File: src/core/ssc_pkg.sv
// Constants shared by the stepper status and current register bank
package ssc_pkg;

  // ****************************************************************
  // Register addresses (five-bit serial address field)
  // ****************************************************************
  localparam logic [4:0] ADDR_WDOG_CTRL = 5'h00;  // Holds watchdog_enable_bit
  localparam logic [4:0] ADDR_PEAK_CTRL = 5'h01;  // Holds peak_amp_code
  localparam logic [4:0] ADDR_LIVE_DIAG = 5'h04;  // live_diag_status
  localparam logic [4:0] ADDR_X_BRIDGE  = 5'h05;  // x_bridge_fault_status
  localparam logic [4:0] ADDR_Y_BRIDGE  = 5'h06;  // y_bridge_thermal_status
  localparam logic [4:0] ADDR_STEP_POS  = 5'h07;  // step_position_status

  // ****************************************************************
  // Command byte layout
  // ****************************************************************
  localparam int CMD_WRITE_BIT = 7;  // One = write, zero = read
  localparam int CMD_ADDR_MSB  = 4;  // Address in bits 4..0

  // ****************************************************************
  // Field positions
  // ****************************************************************
  localparam int CHECK_BIT_POS  = 7;  // check_bit_top in every status word
  localparam int WDOG_EN_POS    = 7;  // watchdog_enable_bit in control word
  localparam int PEAK_CODE_MSB  = 4;  // peak_amp_code in bits 4..0
  localparam int PEAK_RANGE_LSB = 3;  // Range index is the top two code bits
  localparam int LIVE_THERM_POS = 6;
  localparam int LIVE_PUMP_POS  = 5;
  localparam int LIVE_WDOG_POS  = 4;
  localparam int LIVE_XOPEN_POS = 3;
  localparam int LIVE_YOPEN_POS = 2;

  // ****************************************************************
  // Reset values and framing
  // ****************************************************************
  localparam logic [7:0] STATUS_RST    = 8'h00;
  localparam logic [4:0] PEAK_CODE_RST = 5'h00;
  localparam logic [2:0] LAST_BIT      = 3'h7;  // Eighth bit of a byte
  localparam int         SYNC_WIDTH    = 17;    // Pins passed through synchronisers

endpackage : ssc_pkg

File: src/core/ssc_status_regs.sv
// Serial status register bank and peak current selection of the stepper driver
// Contract
// Five-bit code selects coil peak current
// Four code ranges; lowering across may flag
// Four read-only status bytes, zero after reset
// Live byte: check, thermal, pump, watchdog, opens
// X bridge byte: check, four latched overcurrents
// Y bridge byte: overcurrents plus thermal shutdown
// Step byte: live check bit, step position
// Pump fault flag follows charge pump failure
// Coil break flags report open coils
// Overcurrent flags report per-transistor overcurrent
// Watchdog flag set after watchdog reset
// Master reads watchdog flag to tell boots
// Only writing enable zero clears watchdog flag
// Output buffer loads on eighth falling edge
// Latched flags hold until register read
module ssc_status_regs
  import ssc_pkg::*;
(
  input  wire logic       clk,                    // System clock, 125 MHz
  input  wire logic       sys_rst,                // Asynchronous reset, active high
  input  wire logic       spiClk,                 // Serial clock pin, idle low
  input  wire logic       spiCs_n,                // Chip select pin
  input  wire logic       spiDataIn,              // Serial data pin from master
  output logic            spiDataOut,             // Serial data to master
  output logic            spiDataOutEn_n,         // Low while data pin is driven
  input  wire logic       thermalWarningIn,       // Analog thermal warning
  input  wire logic       pumpFaultIn,            // Charge pump below level
  input  wire logic       coilXBreakIn,           // Open coil X detected
  input  wire logic       coilYBreakIn,           // Open coil Y detected
  input  wire logic       watchdogTimeoutIn,      // Watchdog reset after time-out
  input  wire logic [3:0] xOvercurrentIn,         // X pos top, pos bot, neg top, neg bot
  input  wire logic [3:0] yOvercurrentIn,         // Y pos top, pos bot, neg top, neg bot
  input  wire logic       thermalShutdownIn,      // Analog thermal shutdown
  input  wire logic [6:0] translatorStepPosition, // From translator, same clock
  output logic [4:0]      peakAmpCode,            // Selected coil peak level code
  output logic [1:0]      peakRange,              // Range index of the code
  output logic            rangeLowered,           // Pulse: code moved to lower range
  output logic            watchdogEnableBit       // Stored watchdog enable
);

  // ****************************************************************
  // Pin synchronisers
  // ****************************************************************
  logic [SYNC_WIDTH-1:0] syncIn;     // Raw asynchronous pins
  logic [SYNC_WIDTH-1:0] sync1_reg;  // First stage, read only by second
  logic [SYNC_WIDTH-1:0] sync2_reg;  // Second stage, safe to use
  logic                  sclkPrev_reg;  // Delayed serial clock for edges

  assign syncIn = {spiClk, spiCs_n, spiDataIn, thermalWarningIn, pumpFaultIn,
                   coilXBreakIn, coilYBreakIn, watchdogTimeoutIn, xOvercurrentIn,
                   yOvercurrentIn, thermalShutdownIn};

  // Two flops on every pin before any logic looks at it
  always_ff @(posedge clk or posedge sys_rst) begin
    if (sys_rst) begin
      sync1_reg    <= '0;
      sync2_reg    <= '0;
      sclkPrev_reg <= 1'b0;
    end else begin
      sync1_reg    <= syncIn;
      sync2_reg    <= sync1_reg;
      sclkPrev_reg <= sync2_reg[16];
    end
  end

  // Named views of the synchronised pins
  wire       sclkS    = sync2_reg[16];
  wire       csS_n    = sync2_reg[15];
  wire       dinS     = sync2_reg[14];
  wire       thermS   = sync2_reg[13];
  wire       pumpS    = sync2_reg[12];
  wire       xOpenS   = sync2_reg[11];
  wire       yOpenS   = sync2_reg[10];
  wire       wdogS    = sync2_reg[9];
  wire [3:0] xOvcS    = sync2_reg[8:5];
  wire [3:0] yOvcS    = sync2_reg[4:1];
  wire       tsdS     = sync2_reg[0];
  wire       sclkRise = ~csS_n & sclkS & ~sclkPrev_reg;
  wire       sclkFall = ~csS_n & ~sclkS & sclkPrev_reg;

  // ****************************************************************
  // Serial framing state
  // ****************************************************************
  logic [2:0] bitCnt_reg;    // Bits received in current byte
  logic [6:0] shiftIn_reg;   // Bits received so far
  logic [7:0] cmd_reg;       // Command byte of the frame
  logic       dataByte_reg;  // Next completed byte is a data byte
  logic       loadPend_reg;  // A byte ended; next fall loads buffer
  logic [7:0] shiftOut_reg;  // Output shift buffer

  wire [7:0] rxByte   = {shiftIn_reg, dinS};
  wire       byteDone = sclkRise & (bitCnt_reg == LAST_BIT);
  wire       cmdDone  = byteDone & ~dataByte_reg;
  wire       dataDone = byteDone & dataByte_reg & cmd_reg[CMD_WRITE_BIT];
  // Address used for the buffer load: the fresh command once it is stored
  wire [4:0] selAddr  = cmd_reg[CMD_ADDR_MSB:0];
  wire       bufLoad  = sclkFall & loadPend_reg;
  wire       readLoad = bufLoad & ~cmd_reg[CMD_WRITE_BIT];

  // Receive side samples on rising serial clock; chip select high restarts
  always_ff @(posedge clk or posedge sys_rst) begin
    if (sys_rst) begin
      bitCnt_reg   <= 3'h0;
      shiftIn_reg  <= 7'h00;
      cmd_reg      <= 8'h00;
      dataByte_reg <= 1'b0;
      loadPend_reg <= 1'b0;
    end else if (csS_n) begin
      bitCnt_reg   <= 3'h0;
      dataByte_reg <= 1'b0;
      loadPend_reg <= 1'b0;
    end else begin
      if (sclkRise) begin
        bitCnt_reg  <= bitCnt_reg + 3'h1;
        shiftIn_reg <= rxByte[6:0];
      end
      if (cmdDone) begin
        cmd_reg <= rxByte;
      end
      if (byteDone) begin
        dataByte_reg <= ~dataByte_reg;
      end
      // Load waits for the eighth falling edge, so the first byte is stale
      if (byteDone) begin
        loadPend_reg <= 1'b1;
      end else if (bufLoad) begin
        loadPend_reg <= 1'b0;
      end
    end
  end

  // ****************************************************************
  // Control registers written by the master
  // ****************************************************************
  wire wrWdog = dataDone & (selAddr == ADDR_WDOG_CTRL);
  wire wrPeak = dataDone & (selAddr == ADDR_PEAK_CTRL);
  wire wdClr  = wrWdog & ~rxByte[WDOG_EN_POS];
  wire [1:0] newRange = rxByte[PEAK_CODE_MSB:PEAK_RANGE_LSB];

  // Code is stored as is; the analog DAC maps it monotonically
  always_ff @(posedge clk or posedge sys_rst) begin
    if (sys_rst) begin
      peakAmpCode       <= PEAK_CODE_RST;
      peakRange         <= 2'h0;
      rangeLowered      <= 1'b0;
      watchdogEnableBit <= 1'b0;
    end else begin
      rangeLowered <= wrPeak & (newRange < peakRange);
      if (wrPeak) begin
        peakAmpCode <= rxByte[PEAK_CODE_MSB:0];
        peakRange   <= newRange;
      end
      if (wrWdog) begin
        watchdogEnableBit <= rxByte[WDOG_EN_POS];
      end
    end
  end

  // ****************************************************************
  // Status flags
  // ****************************************************************
  logic [3:0] xLatch_reg;   // Latched X overcurrents
  logic [3:0] yLatch_reg;   // Latched Y overcurrents
  logic       tsdLatch_reg; // Latched thermal shutdown
  logic       wdFlag_reg;   // Watchdog event, held until a clear or sys_rst

  wire clrX = readLoad & (selAddr == ADDR_X_BRIDGE);
  wire clrY = readLoad & (selAddr == ADDR_Y_BRIDGE);

  // A new event in the clearing cycle wins, so no fault slips past a read
  always_ff @(posedge clk or posedge sys_rst) begin
    if (sys_rst) begin
      xLatch_reg   <= 4'h0;
      yLatch_reg   <= 4'h0;
      tsdLatch_reg <= 1'b0;
      wdFlag_reg   <= 1'b0;
    end else begin
      xLatch_reg   <= (xLatch_reg & ~{4{clrX}}) | xOvcS;
      yLatch_reg   <= (yLatch_reg & ~{4{clrY}}) | yOvcS;
      tsdLatch_reg <= (tsdLatch_reg & ~clrY) | tsdS;
      wdFlag_reg   <= (wdFlag_reg & ~wdClr) | wdogS;
    end
  end

  // ****************************************************************
  // Status words and read selection
  // ****************************************************************
  logic [6:0] liveLow;  // Live byte below the check bit
  logic [6:0] xLow;
  logic [6:0] yLow;
  logic [6:0] stepLow;
  logic [7:0] selData;  // Word chosen for the next buffer load

  assign liveLow = {thermS, pumpS, wdFlag_reg, xOpenS, yOpenS, 2'b00};
  assign xLow    = {xLatch_reg, 3'b000};
  assign yLow    = {yLatch_reg, tsdLatch_reg, 2'b00};
  assign stepLow = translatorStepPosition;

  // Check bit makes each word even parity; unmapped reads give zero
  always_comb begin
    unique case (selAddr)
      ADDR_LIVE_DIAG: selData = {^liveLow, liveLow};
      ADDR_X_BRIDGE:  selData = {^xLow, xLow};
      ADDR_Y_BRIDGE:  selData = {^yLow, yLow};
      ADDR_STEP_POS:  selData = {^stepLow, stepLow};
      default:        selData = STATUS_RST;
    endcase
  end

  // ****************************************************************
  // Transmit side: shift on falling edges, load on the eighth
  // ****************************************************************
  always_ff @(posedge clk or posedge sys_rst) begin
    if (sys_rst) begin
      shiftOut_reg   <= STATUS_RST;
      spiDataOut     <= 1'b0;
      spiDataOutEn_n <= 1'b1;
    end else begin
      spiDataOut     <= shiftOut_reg[CHECK_BIT_POS];
      spiDataOutEn_n <= csS_n;
      if (bufLoad) begin
        shiftOut_reg <= selData;
      end else if (sclkFall) begin
        shiftOut_reg <= {shiftOut_reg[6:0], 1'b0};
      end
    end
  end
endmodule // ssc_status_regs

File: config.mk
export PLATFORM = sky130hd
export DESIGN_NAME = ssc_status_regs
export DESIGN_NICKNAME = d
export VERILOG_FILES = /design/src/core/ssc_pkg.sv /design/src/core/ssc_status_regs.sv
export SDC_FILE = /design/constraint.sdc
export NUM_CORES = 1
export LEC_CHECK = 0
export ABC_AREA = 1
export ABC_CLOCK_PERIOD_IN_PS = 4800
export BUFFER_PORTS_ARGS = -buffer_cell sky130_fd_sc_hd__buf_2
export CORE_MARGIN = 3
export CORE_UTILIZATION = 55
export CTS_CLUSTER_DIAMETER = 60
export DETAILED_ROUTE_END_ITERATION = 8
export PLACE_DENSITY = 0.73
export SKIP_CTS_REPAIR_TIMING = 1
export SYNTH_ARGS = -nofsm -noshare
export SYNTH_HDL_FRONTEND = slang
export SYNTH_SLANG_ARGS = --single-unit
File: constraint.sdc
create_clock -name clk -period 4.8 [get_ports clk]
set_input_delay 0.24 -clock clk [delete_from_list [all_inputs] [get_ports clk]]
set_output_delay 0.24 -clock clk [all_outputs]
set_load 0.02 [all_outputs]
Word-level counts from Yosys, hierarchy flattened
Index checks and enable logic that the tools add are counted.

Bits in registers: 84. Logic and storage cells: 82. Output and inout port bits: 11.

Eq/ne operators: 6. Add/sub/neg operators: 1. Reductions and logical operators: 11. Bitwise operators: 34. Muxes and demuxes: 10. $lt $le $gt $ge: 1.

Operator list (count): $pmux 8 s4 (1); $reduce_xor 7->1 (4); $eq 5x3->1 const B (4); $and 1x1->1 (18); $mux 8 (2); $and 4x4->4 (2); $not 1->1 (8); $not 4->4 (2); $or 4x4->4 (2); $mux 3 (2); $reduce_bool 2->1 (3); $eq 5x1->1 const B (1); $logic_not 5->1 (1); $mux 1 (5); $reduce_and 2->1 (2); $add 3x1->3 const B (1); $eq 3x3->1 const B (1); $reduce_bool 3->1 (1); $lt 2x2->1 (1); $or 1x1->1 (2).

Logic depth before layout (Yosys ltp)
Gate-level depths: netlist of the first run.

Word-level depth: 11. Mapped depth: 11. Mapped depth without buffers: 11.

Worst setup path after synthesis of the first run
OpenSTA, ideal clock, no wires.

Kind: flip-flop to flip-flop. Start: register sync2_reg[15]. End: register watchdogEnableBit. Clock period less this slack: 1.347 ns. Cell stages (with the launch flop): 8. Buffers on the path: 0. Required time: 4.682 ns. Arrival time: 1.229 ns. Path slack: 3.453 ns. Path through: dfrtp_1 -> nor3_4 -> nand2_2 -> inv_2 -> nand4_1 -> nor2_1 -> o21bai_1 -> inv_1.

Cells in the longest elaborated chain, start to end: 7.

RTL lines: start: declaration (RTL line ssc_status_regs.sv:48) `logic [SYNC_WIDTH-1:0] sync2_reg;`; start signal: assignment (RTL line ssc_status_regs.sv:63) `sync2_reg <= sync1_reg;`; $not 1->1 (no line); $and 1x1->1 (2 in series) (RTL line ssc_status_regs.sv:80) `wire sclkRise = ~csS_n & sclkS & ~sclkPrev_reg;`; $and 1x1->1 (RTL line ssc_status_regs.sv:94) `wire byteDone = sclkRise & (bitCnt_reg == LAST_BIT);`; $and 1x1->1 (2 in series) (RTL line ssc_status_regs.sv:96) `wire dataDone = byteDone & dataByte_reg & cmd_reg[CMD_WRITE_BIT];`; $and 1x1->1 (RTL line ssc_status_regs.sv:137) `wire wrWdog = dataDone & (selAddr == ADDR_WDOG_CTRL);`; end signal: assignment (RTL line ssc_status_regs.sv:156) `watchdogEnableBit <= rxByte[WDOG_EN_POS];`; end: declaration (RTL line ssc_status_regs.sv:40) `output logic watchdogEnableBit`.

Every way passes these cells. A chain may end at the register's enable or synchronous reset.

Worst setup path after layout of the first run
Start: register sync2_reg[15]. End: register rangeLowered.

Cells in the longest elaborated chain, start to end: 8.

RTL lines: $not 1->1 (no line); $and 1x1->1 (2 in series) (RTL line ssc_status_regs.sv:80); $and 1x1->1 (RTL line ssc_status_regs.sv:94); $and 1x1->1 (2 in series) (RTL line ssc_status_regs.sv:96); $and 1x1->1 (RTL line ssc_status_regs.sv:138) `wire wrPeak = dataDone & (selAddr == ADDR_PEAK_CTRL);`; $and 1x1->1 (RTL line ssc_status_regs.sv:150) `rangeLowered <= wrPeak & (newRange < peakRange);`; end signal: assignment (RTL line ssc_status_regs.sv:150); end: declaration (RTL line ssc_status_regs.sv:39) `output logic rangeLowered,`.

Every way passes these cells.

==> results of run 1 <==
-- path summary, 6_finish.rpt --
path	slack (ns)	from	cells after the start	endpoint
setup / recovery	2.91	sync2_reg[15]$_DFF_PP0_	5	rangeLowered$_DFF_PP0_
hold / removal	0.19	sys_rst	3	wdFlag_reg$_DFF_PP0_
setup reg to reg	2.91	sync2_reg[15]$_DFF_PP0_	5	rangeLowered$_DFF_PP0_
hold reg to reg	0.35	sync1_reg[6]$_DFF_PP0_	0	sync2_reg[6]$_DFF_PP0_
max in group asynchronous	4.03	sys_rst	3	sync2_reg[16]$_DFF_PP0_
min in group clk	0.21	translatorStepPosition[1]	3	shiftOut_reg[1]$_DFFE_PP0P_
-- placed cells by master, fill, tap and decap left out, types with 3 or more instances in the layout --
cell	n
dfrtp_1	79
nand2_1	54
inv_1	39
buf_2	36
dlygate4sd3_1	17
o21ai_1	16
nand3_1	13
nor2_1	12
o21ai_0	11
o21bai_1	11
a21oi_1	10
clkbuf_8	10
inv_2	8
xor2_1	5
xnor2_1	4
nor3_4	3
o211ai_1	3
ha_1	3
-- worst min-delay path, delay by kind of cell --
kind,cells,cell delay [ns]
buf+inv,3,0.86
-- power groups by stage --
stage | Sequential (mW) | Combinational (mW) | Clock, mW
finish | 0.733 | 0.0964 | 0.496
global route | 0.738 | 0.111 | 0.544
CTS | 0.733 | 0.0872 | 0.510
detailed placement | 0.746 | 0.0870 | 0
global placement | 0.745 | 0.0834 | 0
floorplan | 0.744 | 0.0556 | 0
-- final cells by class --
cell class | instances | area, um^2 | area share
Timing Repair Buffer | 54 | 358 | 0.0954
Clock buffer | 11 | 141 | 0.0377
Clock inverter | 5 | 63.8 | 0.0170
Tap cell | 70 | 87.6 | 0.0233
Multi-Input combinational cell | 164 | 921 | 0.245
Sequential cell | 80 | 2000 | 0.534
Inverter | 47 | 176 | 0.0470
-- cell families after synthesis --
| logic type | count (synthesis) | synth area share |
|---|---|---|
| AND/OR/NAND/NOR | 90 | 0.133 |
| flip-flops | 80 | 0.639 |
| AO/OA/AOI/OAI | 62 | 0.124 |
| buffers and inverters | 53 | 0.0678 |
| XOR/XNOR | 9 | 0.0251 |
| adder cells (fa/ha/maj) | 3 | 0.0120 |
-- metal layers --
metal,routed length (um),track usage,share of wire
met2,2720,0.283,0.48
met3,262,0.0713,0.046
met4,76,0.0693,0.013
met5,0,0,0
met1,2620,0.243,0.46
==> flow_summary.ini, run 1 <==
[power]
pwr-share-seq = 0.553
powerDensity_mw_per_mm2 = 353
p_leak_nw = 1.90
ir_drop_v = 0.000249
power.share.switching = 0.236
power_switching_mw = 0.312
combPwrFrac = 0.073
p_int_mw = 1.01
p_clk_frac = 0.374
power_mw = 1.33

[route]
via_per_inst = 4.95
drt_first_iter_violations = 108
vias = 2135
drc = 0
postRouteAntennaNets = 0
dr.pass1.iters = 4
postRouteWirelength_mm = 5.68
wl_per_cell_um = 13.2

[floorplanning]
die_y_um = 81.5
die_width_um = 81.5
core_mm2 = 0.00530
die-area_mm2 = 0.00665
start_util = 0.592
io_pins = 37
placementRows = 26

[outcome]
status = finished clean

[final_layout]
diodes = 0
finish.instance_area_mm2 = 0.00375
nets = 385
n_fill_cell = 400
fin_cells = 431
area.growth.synth_to_final_pct = 19.6
post-route-util = 0.707
layout-drive-gt1-share = 0.199

[clock_tree]
clkTransAtPathRegs_ns = 0.08
clk_latency_ns = 0.35
cts_root_buf = clkbuf_8
cts.sinks = 80
ctsHtreeMaxLevel = 3
cts_tree = done
cts_buffers = 9
clockBufferDepth = 2

[yosys]
syn_inst = 297
yosysTopAreaCell = dfrtp_1
yosys.area.top_type_share = 0.630
synthesis.area_mm2 = 0.00314
yosysUniqueCellTypes = 34
synthTopCellsByArea = dfrtp_1 63%, nand2_1 6.5%, inv_1 4.8%, o21bai_1 2.6%, o21ai_1 2.6%
seq_area_frac_synth = 0.639
syn_avg_cell_area_um2 = 10.6
ys_ff_latch = 80
synth_warnings = 0
synth_edf_count = 0
synthTopCellsByCount = 79 x dfrtp_1, 54 x nand2_1, 40 x inv_1
synth.most_common_cell = dfrtp_1
synth-main-ff-cell = dfrtp_1
synth_nets = 326
async_reset_ff_frac = 1.00

[setup_path]
end_kind = flip-flop
cp_cell_sequence = nor3_4 -> nand2_2 -> inv_2 -> nand3_1 -> a211oi_2
slowest_delay_ns = 0.50
critical-path-top-delay-family = simple AND/OR/NAND/NOR gates
crit_buf_inv = 1
critPathKind = flip-flop to flip-flop
crit_fanout = 15
critPathRequiredTime_ns = 5.06
crit_slowest_cell = nor3_4
cp-start-kind = flip-flop
arrival_ns = 2.14

[sta]
relSlewSlack = 0.372
fmax_mhz = 530
slew_viol_final = 0
worstMarginPinSlew_ns = 0.942
setup_viol = 0
period_share = 0.393
worst_slack_ns = 2.91
fin_tns_setup_ns = 0
rsz0062_at_grt = no
hold_violations = 0
timing.hold.ws_ns = 0.186
min_period_ns = 1.89
skew_ns = 0.00917

[placed_design]
dp_hpwl_mm = 3.89
gp_congestion = 0.832
place_ws_ns = 2.93
dp_cells = 398
io_buffers = 36
place_area_mm2 = 0.00338

[run]
maxCapViolations = 0

[grt]
grt_max_degree = 81
antenna_found_initial = 0
grt_pass1_vias = 1940
globalRoute.totalOverflow = 0
grt_usage = 0.186
grt_pass1_wl_mm = 9.02

[worst_hold_path]
min-delay-path-class = input pin to asynchronous set/reset pin
Note: power is estimated with default switching activity, not from simulation.
==> inputs of run 2 (changes only) <==
ABC_CLOCK_PERIOD_IN_PS = 1650   (was 4800)
CORE_UTILIZATION = 51   (was 55)
PLACE_DENSITY = 0.71   (was 0.73)
clock period = 1.65 ns   (was 4.8 ns; I/O delays follow)
==> run 2 against run 1 <==
Net effect:
- routed wire length down 0.86%
- critical path depth up 2
- final cell count up 1.6%
- non-clock buffer count up 5
- die area up 7.3%
- flip-flop and latch count unchanged
- global-route usage down 1.7 points
- power rose to 2.9 times the previous value
- sequential share of layout area down 0.91 points
- combinational power rose to 3.0 times the previous value
- critical endpoint is now watchdogEnableBit$_DFFE_PP0P_
- largest power group unchanged
==> flow_summary.ini, run 2 (synthesized netlist as in run 1, its figures left out) <==
[outcome]
status = finished clean

[route]
wl_per_cell_um = 12.9
vias = 2176
postRouteAntennaNets = 0
drc = 0
via_per_inst = 4.97
postRouteWirelength_mm = 5.64
dr.pass1.iters = 4
drt_first_iter_violations = 124

[clock_tree]
ctsHtreeMaxLevel = 3
clkTransAtPathRegs_ns = 0.09
cts.sinks = 80
clk_latency_ns = 0.35
cts_tree = done
cts_buffers = 9
cts_root_buf = clkbuf_8
clockBufferDepth = 2

[floorplanning]
die-area_mm2 = 0.00713
die_y_um = 84.4
io_pins = 37
placementRows = 27
die_width_um = 84.4
core_mm2 = 0.00574
start_util = 0.546

[grt]
globalRoute.totalOverflow = 0
grt_max_degree = 81
grt_pass1_wl_mm = 9.51
antenna_found_initial = 0
grt_pass1_vias = 2044
grt_usage = 0.169

[sta]
skew_ns = 0.00678
worstMarginPinSlew_ns = 0.419
fmax_mhz = 675
relSlewSlack = 0.721
slew_viol_final = 0
period_share = 0.897
min_period_ns = 1.48
rsz0062_at_grt = no
worst_slack_ns = 0.169
fin_tns_setup_ns = 0
setup_viol = 0
hold_violations = 0

[worst_hold_path]
min-delay-path-class = input pin to flip-flop

[final_layout]
layout-drive-gt1-share = 0.213
diodes = 0
nets = 390
final_common_cell = dfrtp_1
area.growth.synth_to_final_pct = 21.7
final_cell_mix = 79 x dfrtp_1, 53 x nand2_1, 39 x inv_1, 36 x buf_2, 18 x dlygate4sd3_1

[setup_path]
arrival_ns = 1.72
reg2reg_setup_slack_ns = 0.17
crit_slowest_cell = dfrtp_1
cpMostUsedCell = inv_1
critical-path-top-delay-family = simple AND/OR/NAND/NOR gates
slowest_delay_ns = 0.40
crit_fanout = 2
end_kind = flip-flop
crit_buf_inv = 2
critPathKind = flip-flop to flip-flop
critPathRequiredTime_ns = 1.89
cp-start-kind = flip-flop
cp_cell_sequence = nor2_2 -> inv_1 -> nor4_1 -> nand4_1 -> nor2_1 -> o21bai_1 -> inv_1

[power]
p_leak_nw = 1.93
ir_drop_v = 0.000722
powerDensity_mw_per_mm2 = 1020

[placed_design]
gp_congestion = 0.844
place_ws_ns = 0.136
dp_hpwl_mm = 3.82
io_buffers = 36

[run]
maxCapViolations = 0
-- run 2: cell count changes in the layout (fill, tap and decap cells not counted), sizes merged --
cell / previous run / this run
buf: 37 / 41
clkbuf: 11 / 9
clkinv: 2 / 3
inv: 48 / 49
dlygate4sd3: 17 / 18
-- run 2: power breakdown --
| group | internal, mW | switching (mW) | total (mW) |
|---|---|---|---|
| logic | 0.125 | 0.168 | 0.293 |
| registers | 2.08 | 0.0515 | 2.13 |
| clock network | 0.728 | 0.749 | 1.48 |
-- run 2: path summary, 6_finish.rpt --
kind                                                 from                            end  cells past startpoint
worst max register to register     cmd_reg[3]$_DFFE_PP0P_  watchdogEnableBit$_DFFE_PP0P_                      7
worst max-delay path               cmd_reg[3]$_DFFE_PP0P_  watchdogEnableBit$_DFFE_PP0P_                      7
max in group asynchronous                         sys_rst         sync1_reg[4]$_DFF_PP0_                      4
min in group asynchronous                         sys_rst        sync2_reg[15]$_DFF_PP0_                      4
worst min register to register     sync1_reg[6]$_DFF_PP0_         sync2_reg[6]$_DFF_PP0_                      0
worst min-delay path            translatorStepPosition[0]    shiftOut_reg[0]$_DFFE_PP0P_                      3
-- run 2: worst register-to-register path, cell delays in order (launching register included) --
cell	delay [ns]
dfrtp_1	0.40
nor2_2	0.14
inv_1	0.05
nor4_1	0.27
nand4_1	0.16
nor2_1	0.18
o21bai_1	0.13
inv_1	0.05
-- run 2: stage by stage --
| stage | power [mW] | cells | cell area (um^2) | utilization | hold WS [ns] |
|---|---|---|---|---|---|
| floorplan | 2.33 | 297 | 3140 | - | 0.114 |
| global placement | 2.41 | 404 | 3420 | 0.596 | 0.190 |
| detailed placement | 2.43 | 404 | 3420 | 0.596 | 0.192 |
| CTS | 3.92 | 420 | 3630 | 0.633 | -0.188 |
| global route | 4.10 | 438 | 3820 | 0.664 | 0.0272 |
| finish | 3.90 | 438 | 3820 | 0.664 | 0.0322 |
-- run 2: final cells by class --
| type | instances | area [um^2] |
|---|---|---|
| clock buffers | 9 | 124 |
| clock inverters | 7 | 85.1 |
| fillers | 452 | 1930 |
| inverters | 47 | 180 |
| multi-input cells | 164 | 923 |
| flip-flops and latches | 80 | 2000 |
| well taps | 72 | 90.1 |
| repair buffers | 59 | 410 |
-- run 2: routing by layer --
| layer | share of wire | track usage | up-vias |
|---|---|---|---|
| met3 | 0.056 | 0.0608 | 7 |
| met4 | 0.010 | 0.0604 | 0 |
| met2 | 0.48 | 0.253 | 63 |
| met5 | 0 | 0 | - |
| li1 | - | - | 1090 |
| met1 | 0.46 | 0.231 | 1016 |
==> inputs of run 3 (changes only) <==
CELL_PAD_IN_SITES_DETAIL_PLACEMENT = 0   (was default)
CELL_PAD_IN_SITES_GLOBAL_PLACEMENT = 1   (was default)
CORE_UTILIZATION = 40   (was 51)
==> run 3 against run 2 <==
Net effect:
- flip-flop and latch count did not move
- worst setup slack got worse by 0.023 ns
- sequential power barely moved
- clock power decreased by 3%
- critical path type unchanged
- routed wire length is 0.62% lower
- sequential share of layout area fell by 0.36 points
- largest power group unchanged
- critical endpoint is now cmd_reg[7]$_DFFE_PP0P_
- final cell count up 6.2%
- clock skew grew 0.0039 ns
- register-to-register slack worse by 0.02 ns
==> flow_summary.ini, run 3 (synthesized netlist as in run 1, its figures left out) <==
[clock_tree]
cts.sinks = 80
cts_tree = done
clkTransAtPathRegs_ns = 0.08
cts_buffers = 9
ctsHtreeMaxLevel = 3
clockBufferDepth = 2
clk_latency_ns = 0.35
cts_root_buf = clkbuf_8

[route]
dr_wl_met2_mm = 2.45
top_layer = met4
drt_first_iter_violations = 141
dr.pass1.iters = 4
wl_met1_mm = 2.78
wl_per_cell_um = 12.0
drc = 0
vias = 2105
postRouteAntennaNets = 0
met3_length_um = 256
via_per_inst = 4.53
postRouteWirelength_mm = 5.60

[floorplanning]
die_width_um = 94.6
start_util = 0.421
die-area_mm2 = 0.00894
core_mm2 = 0.00745
io_pins = 37
die_y_um = 94.6
placementRows = 31

[sta]
relSlewSlack = 0.715
timing.hold.ws_ns = 0.0563
hold_violations = 0
worst_slack_ns = 0.146
slew_viol_final = 0
worstMarginPinSlew_ns = 0.427
rsz0062_at_grt = no
fmax_mhz = 665
setup_viol = 0
skew_ns = 0.0107
period_share = 0.912
fin_tns_setup_ns = 0
min_period_ns = 1.50

[grt]
grt_max_degree = 81
antenna_found_initial = 0
grt_usage = 0.140
grt_pass1_wl_mm = 9.59
globalRoute.totalOverflow = 0
grt_pass1_vias = 2059

[setup_path]
end_kind = flip-flop
critPathRequiredTime_ns = 1.93
cp-start-kind = flip-flop
arrival_ns = 1.78
critPathKind = flip-flop to flip-flop
crit_fanout = 13

[final_layout]
fin_cells = 465
final_cell_mix = 79 x dfrtp_1, 54 x nand2_1, 39 x inv_1, 36 x buf_2, 18 x dlygate4sd3_1
nets = 390
diodes = 0
final_common_cell = dfrtp_1
layout-drive-gt1-share = 0.210
area.growth.synth_to_final_pct = 22.5
n_fill_cell = 695

[placed_design]
io_buffers = 36
dp_cells = 431
place_ws_ns = 0.154
dp_hpwl_mm = 3.87
gp_congestion = 0.760

[power]
powerDensity_mw_per_mm2 = 1000
ir_drop_v = 0.000580
p_leak_nw = 1.93
power_mw = 3.86

[outcome]
status = finished clean

[worst_hold_path]
min-delay-path-class = input pin to flip-flop

[run]
maxCapViolations = 0
-- run 3: cell types whose count changed in the layout (fill, tap and decap cells not counted) --
cell | previous run | this run
clkbuf_8 | 9 | 10
clkinv_2 | 0 | 2
clkinv_4 | 3 | 2
inv_6 | 2 | 1
inv_8 | 1 | 0
nand2_2 | 3 | 2
nand2_1 | 53 | 54
-- run 3: metal layers --
metal | GRT usage | up-vias
met5 | 0 | -
met4 | 0.0673 | 0
met3 | 0.0414 | 12
met2 | 0.200 | 39
met1 | 0.196 | 969
li1 | - | 1085
-- run 3: stage by stage --
step / util / instance area, um^2
2_1_floorplan: - / 3140
3_3_place_gp: 0.464 / 3460
3_5_place_dp: 0.464 / 3460
4_1_cts: 0.492 / 3660
5_1_grt: 0.516 / 3840
6_report: 0.516 / 3840
-- run 3: critical path: stages (launching register included) --
cell and delay (ns):
dfrtp_1 0.40, ha_1 0.20, ha_1 0.18, nand2_2 0.09, inv_2 0.05, nand2_1 0.31, nor2_1 0.09, a21oi_2 0.12
-- run 3: power breakdown --
| group | internal, mW | switching [mW] |
|---|---|---|
| logic | 0.124 | 0.162 |
| clock network | 0.745 | 0.699 |
| registers | 2.08 | 0.0509 |
-- run 3: path summary, 6_finish.rpt --
path,from,to,slack (ns),cells past startpoint
min in group asynchronous,sys_rst,sync2_reg[16]$_DFF_PP0_,0.40,4
worst min register to register,sync1_reg[14]$_DFF_PP0_,sync2_reg[14]$_DFF_PP0_,0.35,0
worst max register to register,bitCnt_reg[0]$_DFFE_PP0P_,cmd_reg[7]$_DFFE_PP0P_,0.15,7
max in group asynchronous,sys_rst,sync2_reg[2]$_DFF_PP0_,0.92,4
worst max-delay path,bitCnt_reg[0]$_DFFE_PP0P_,cmd_reg[7]$_DFFE_PP0P_,0.15,7
worst min-delay path,translatorStepPosition[0],shiftOut_reg[0]$_DFFE_PP0P_,0.06,3
-- run 3: cell type report --
cell class              count  area (um^2)  share of cell area
clock buffers              10          138              0.0358
clock inverters             6         66.3              0.0173
inverters                  47          180              0.0469
multi-input cells         164          921               0.240
flip-flops and latches     80         2000               0.521
well taps                  99          124              0.0322
repair buffers             59          410               0.107
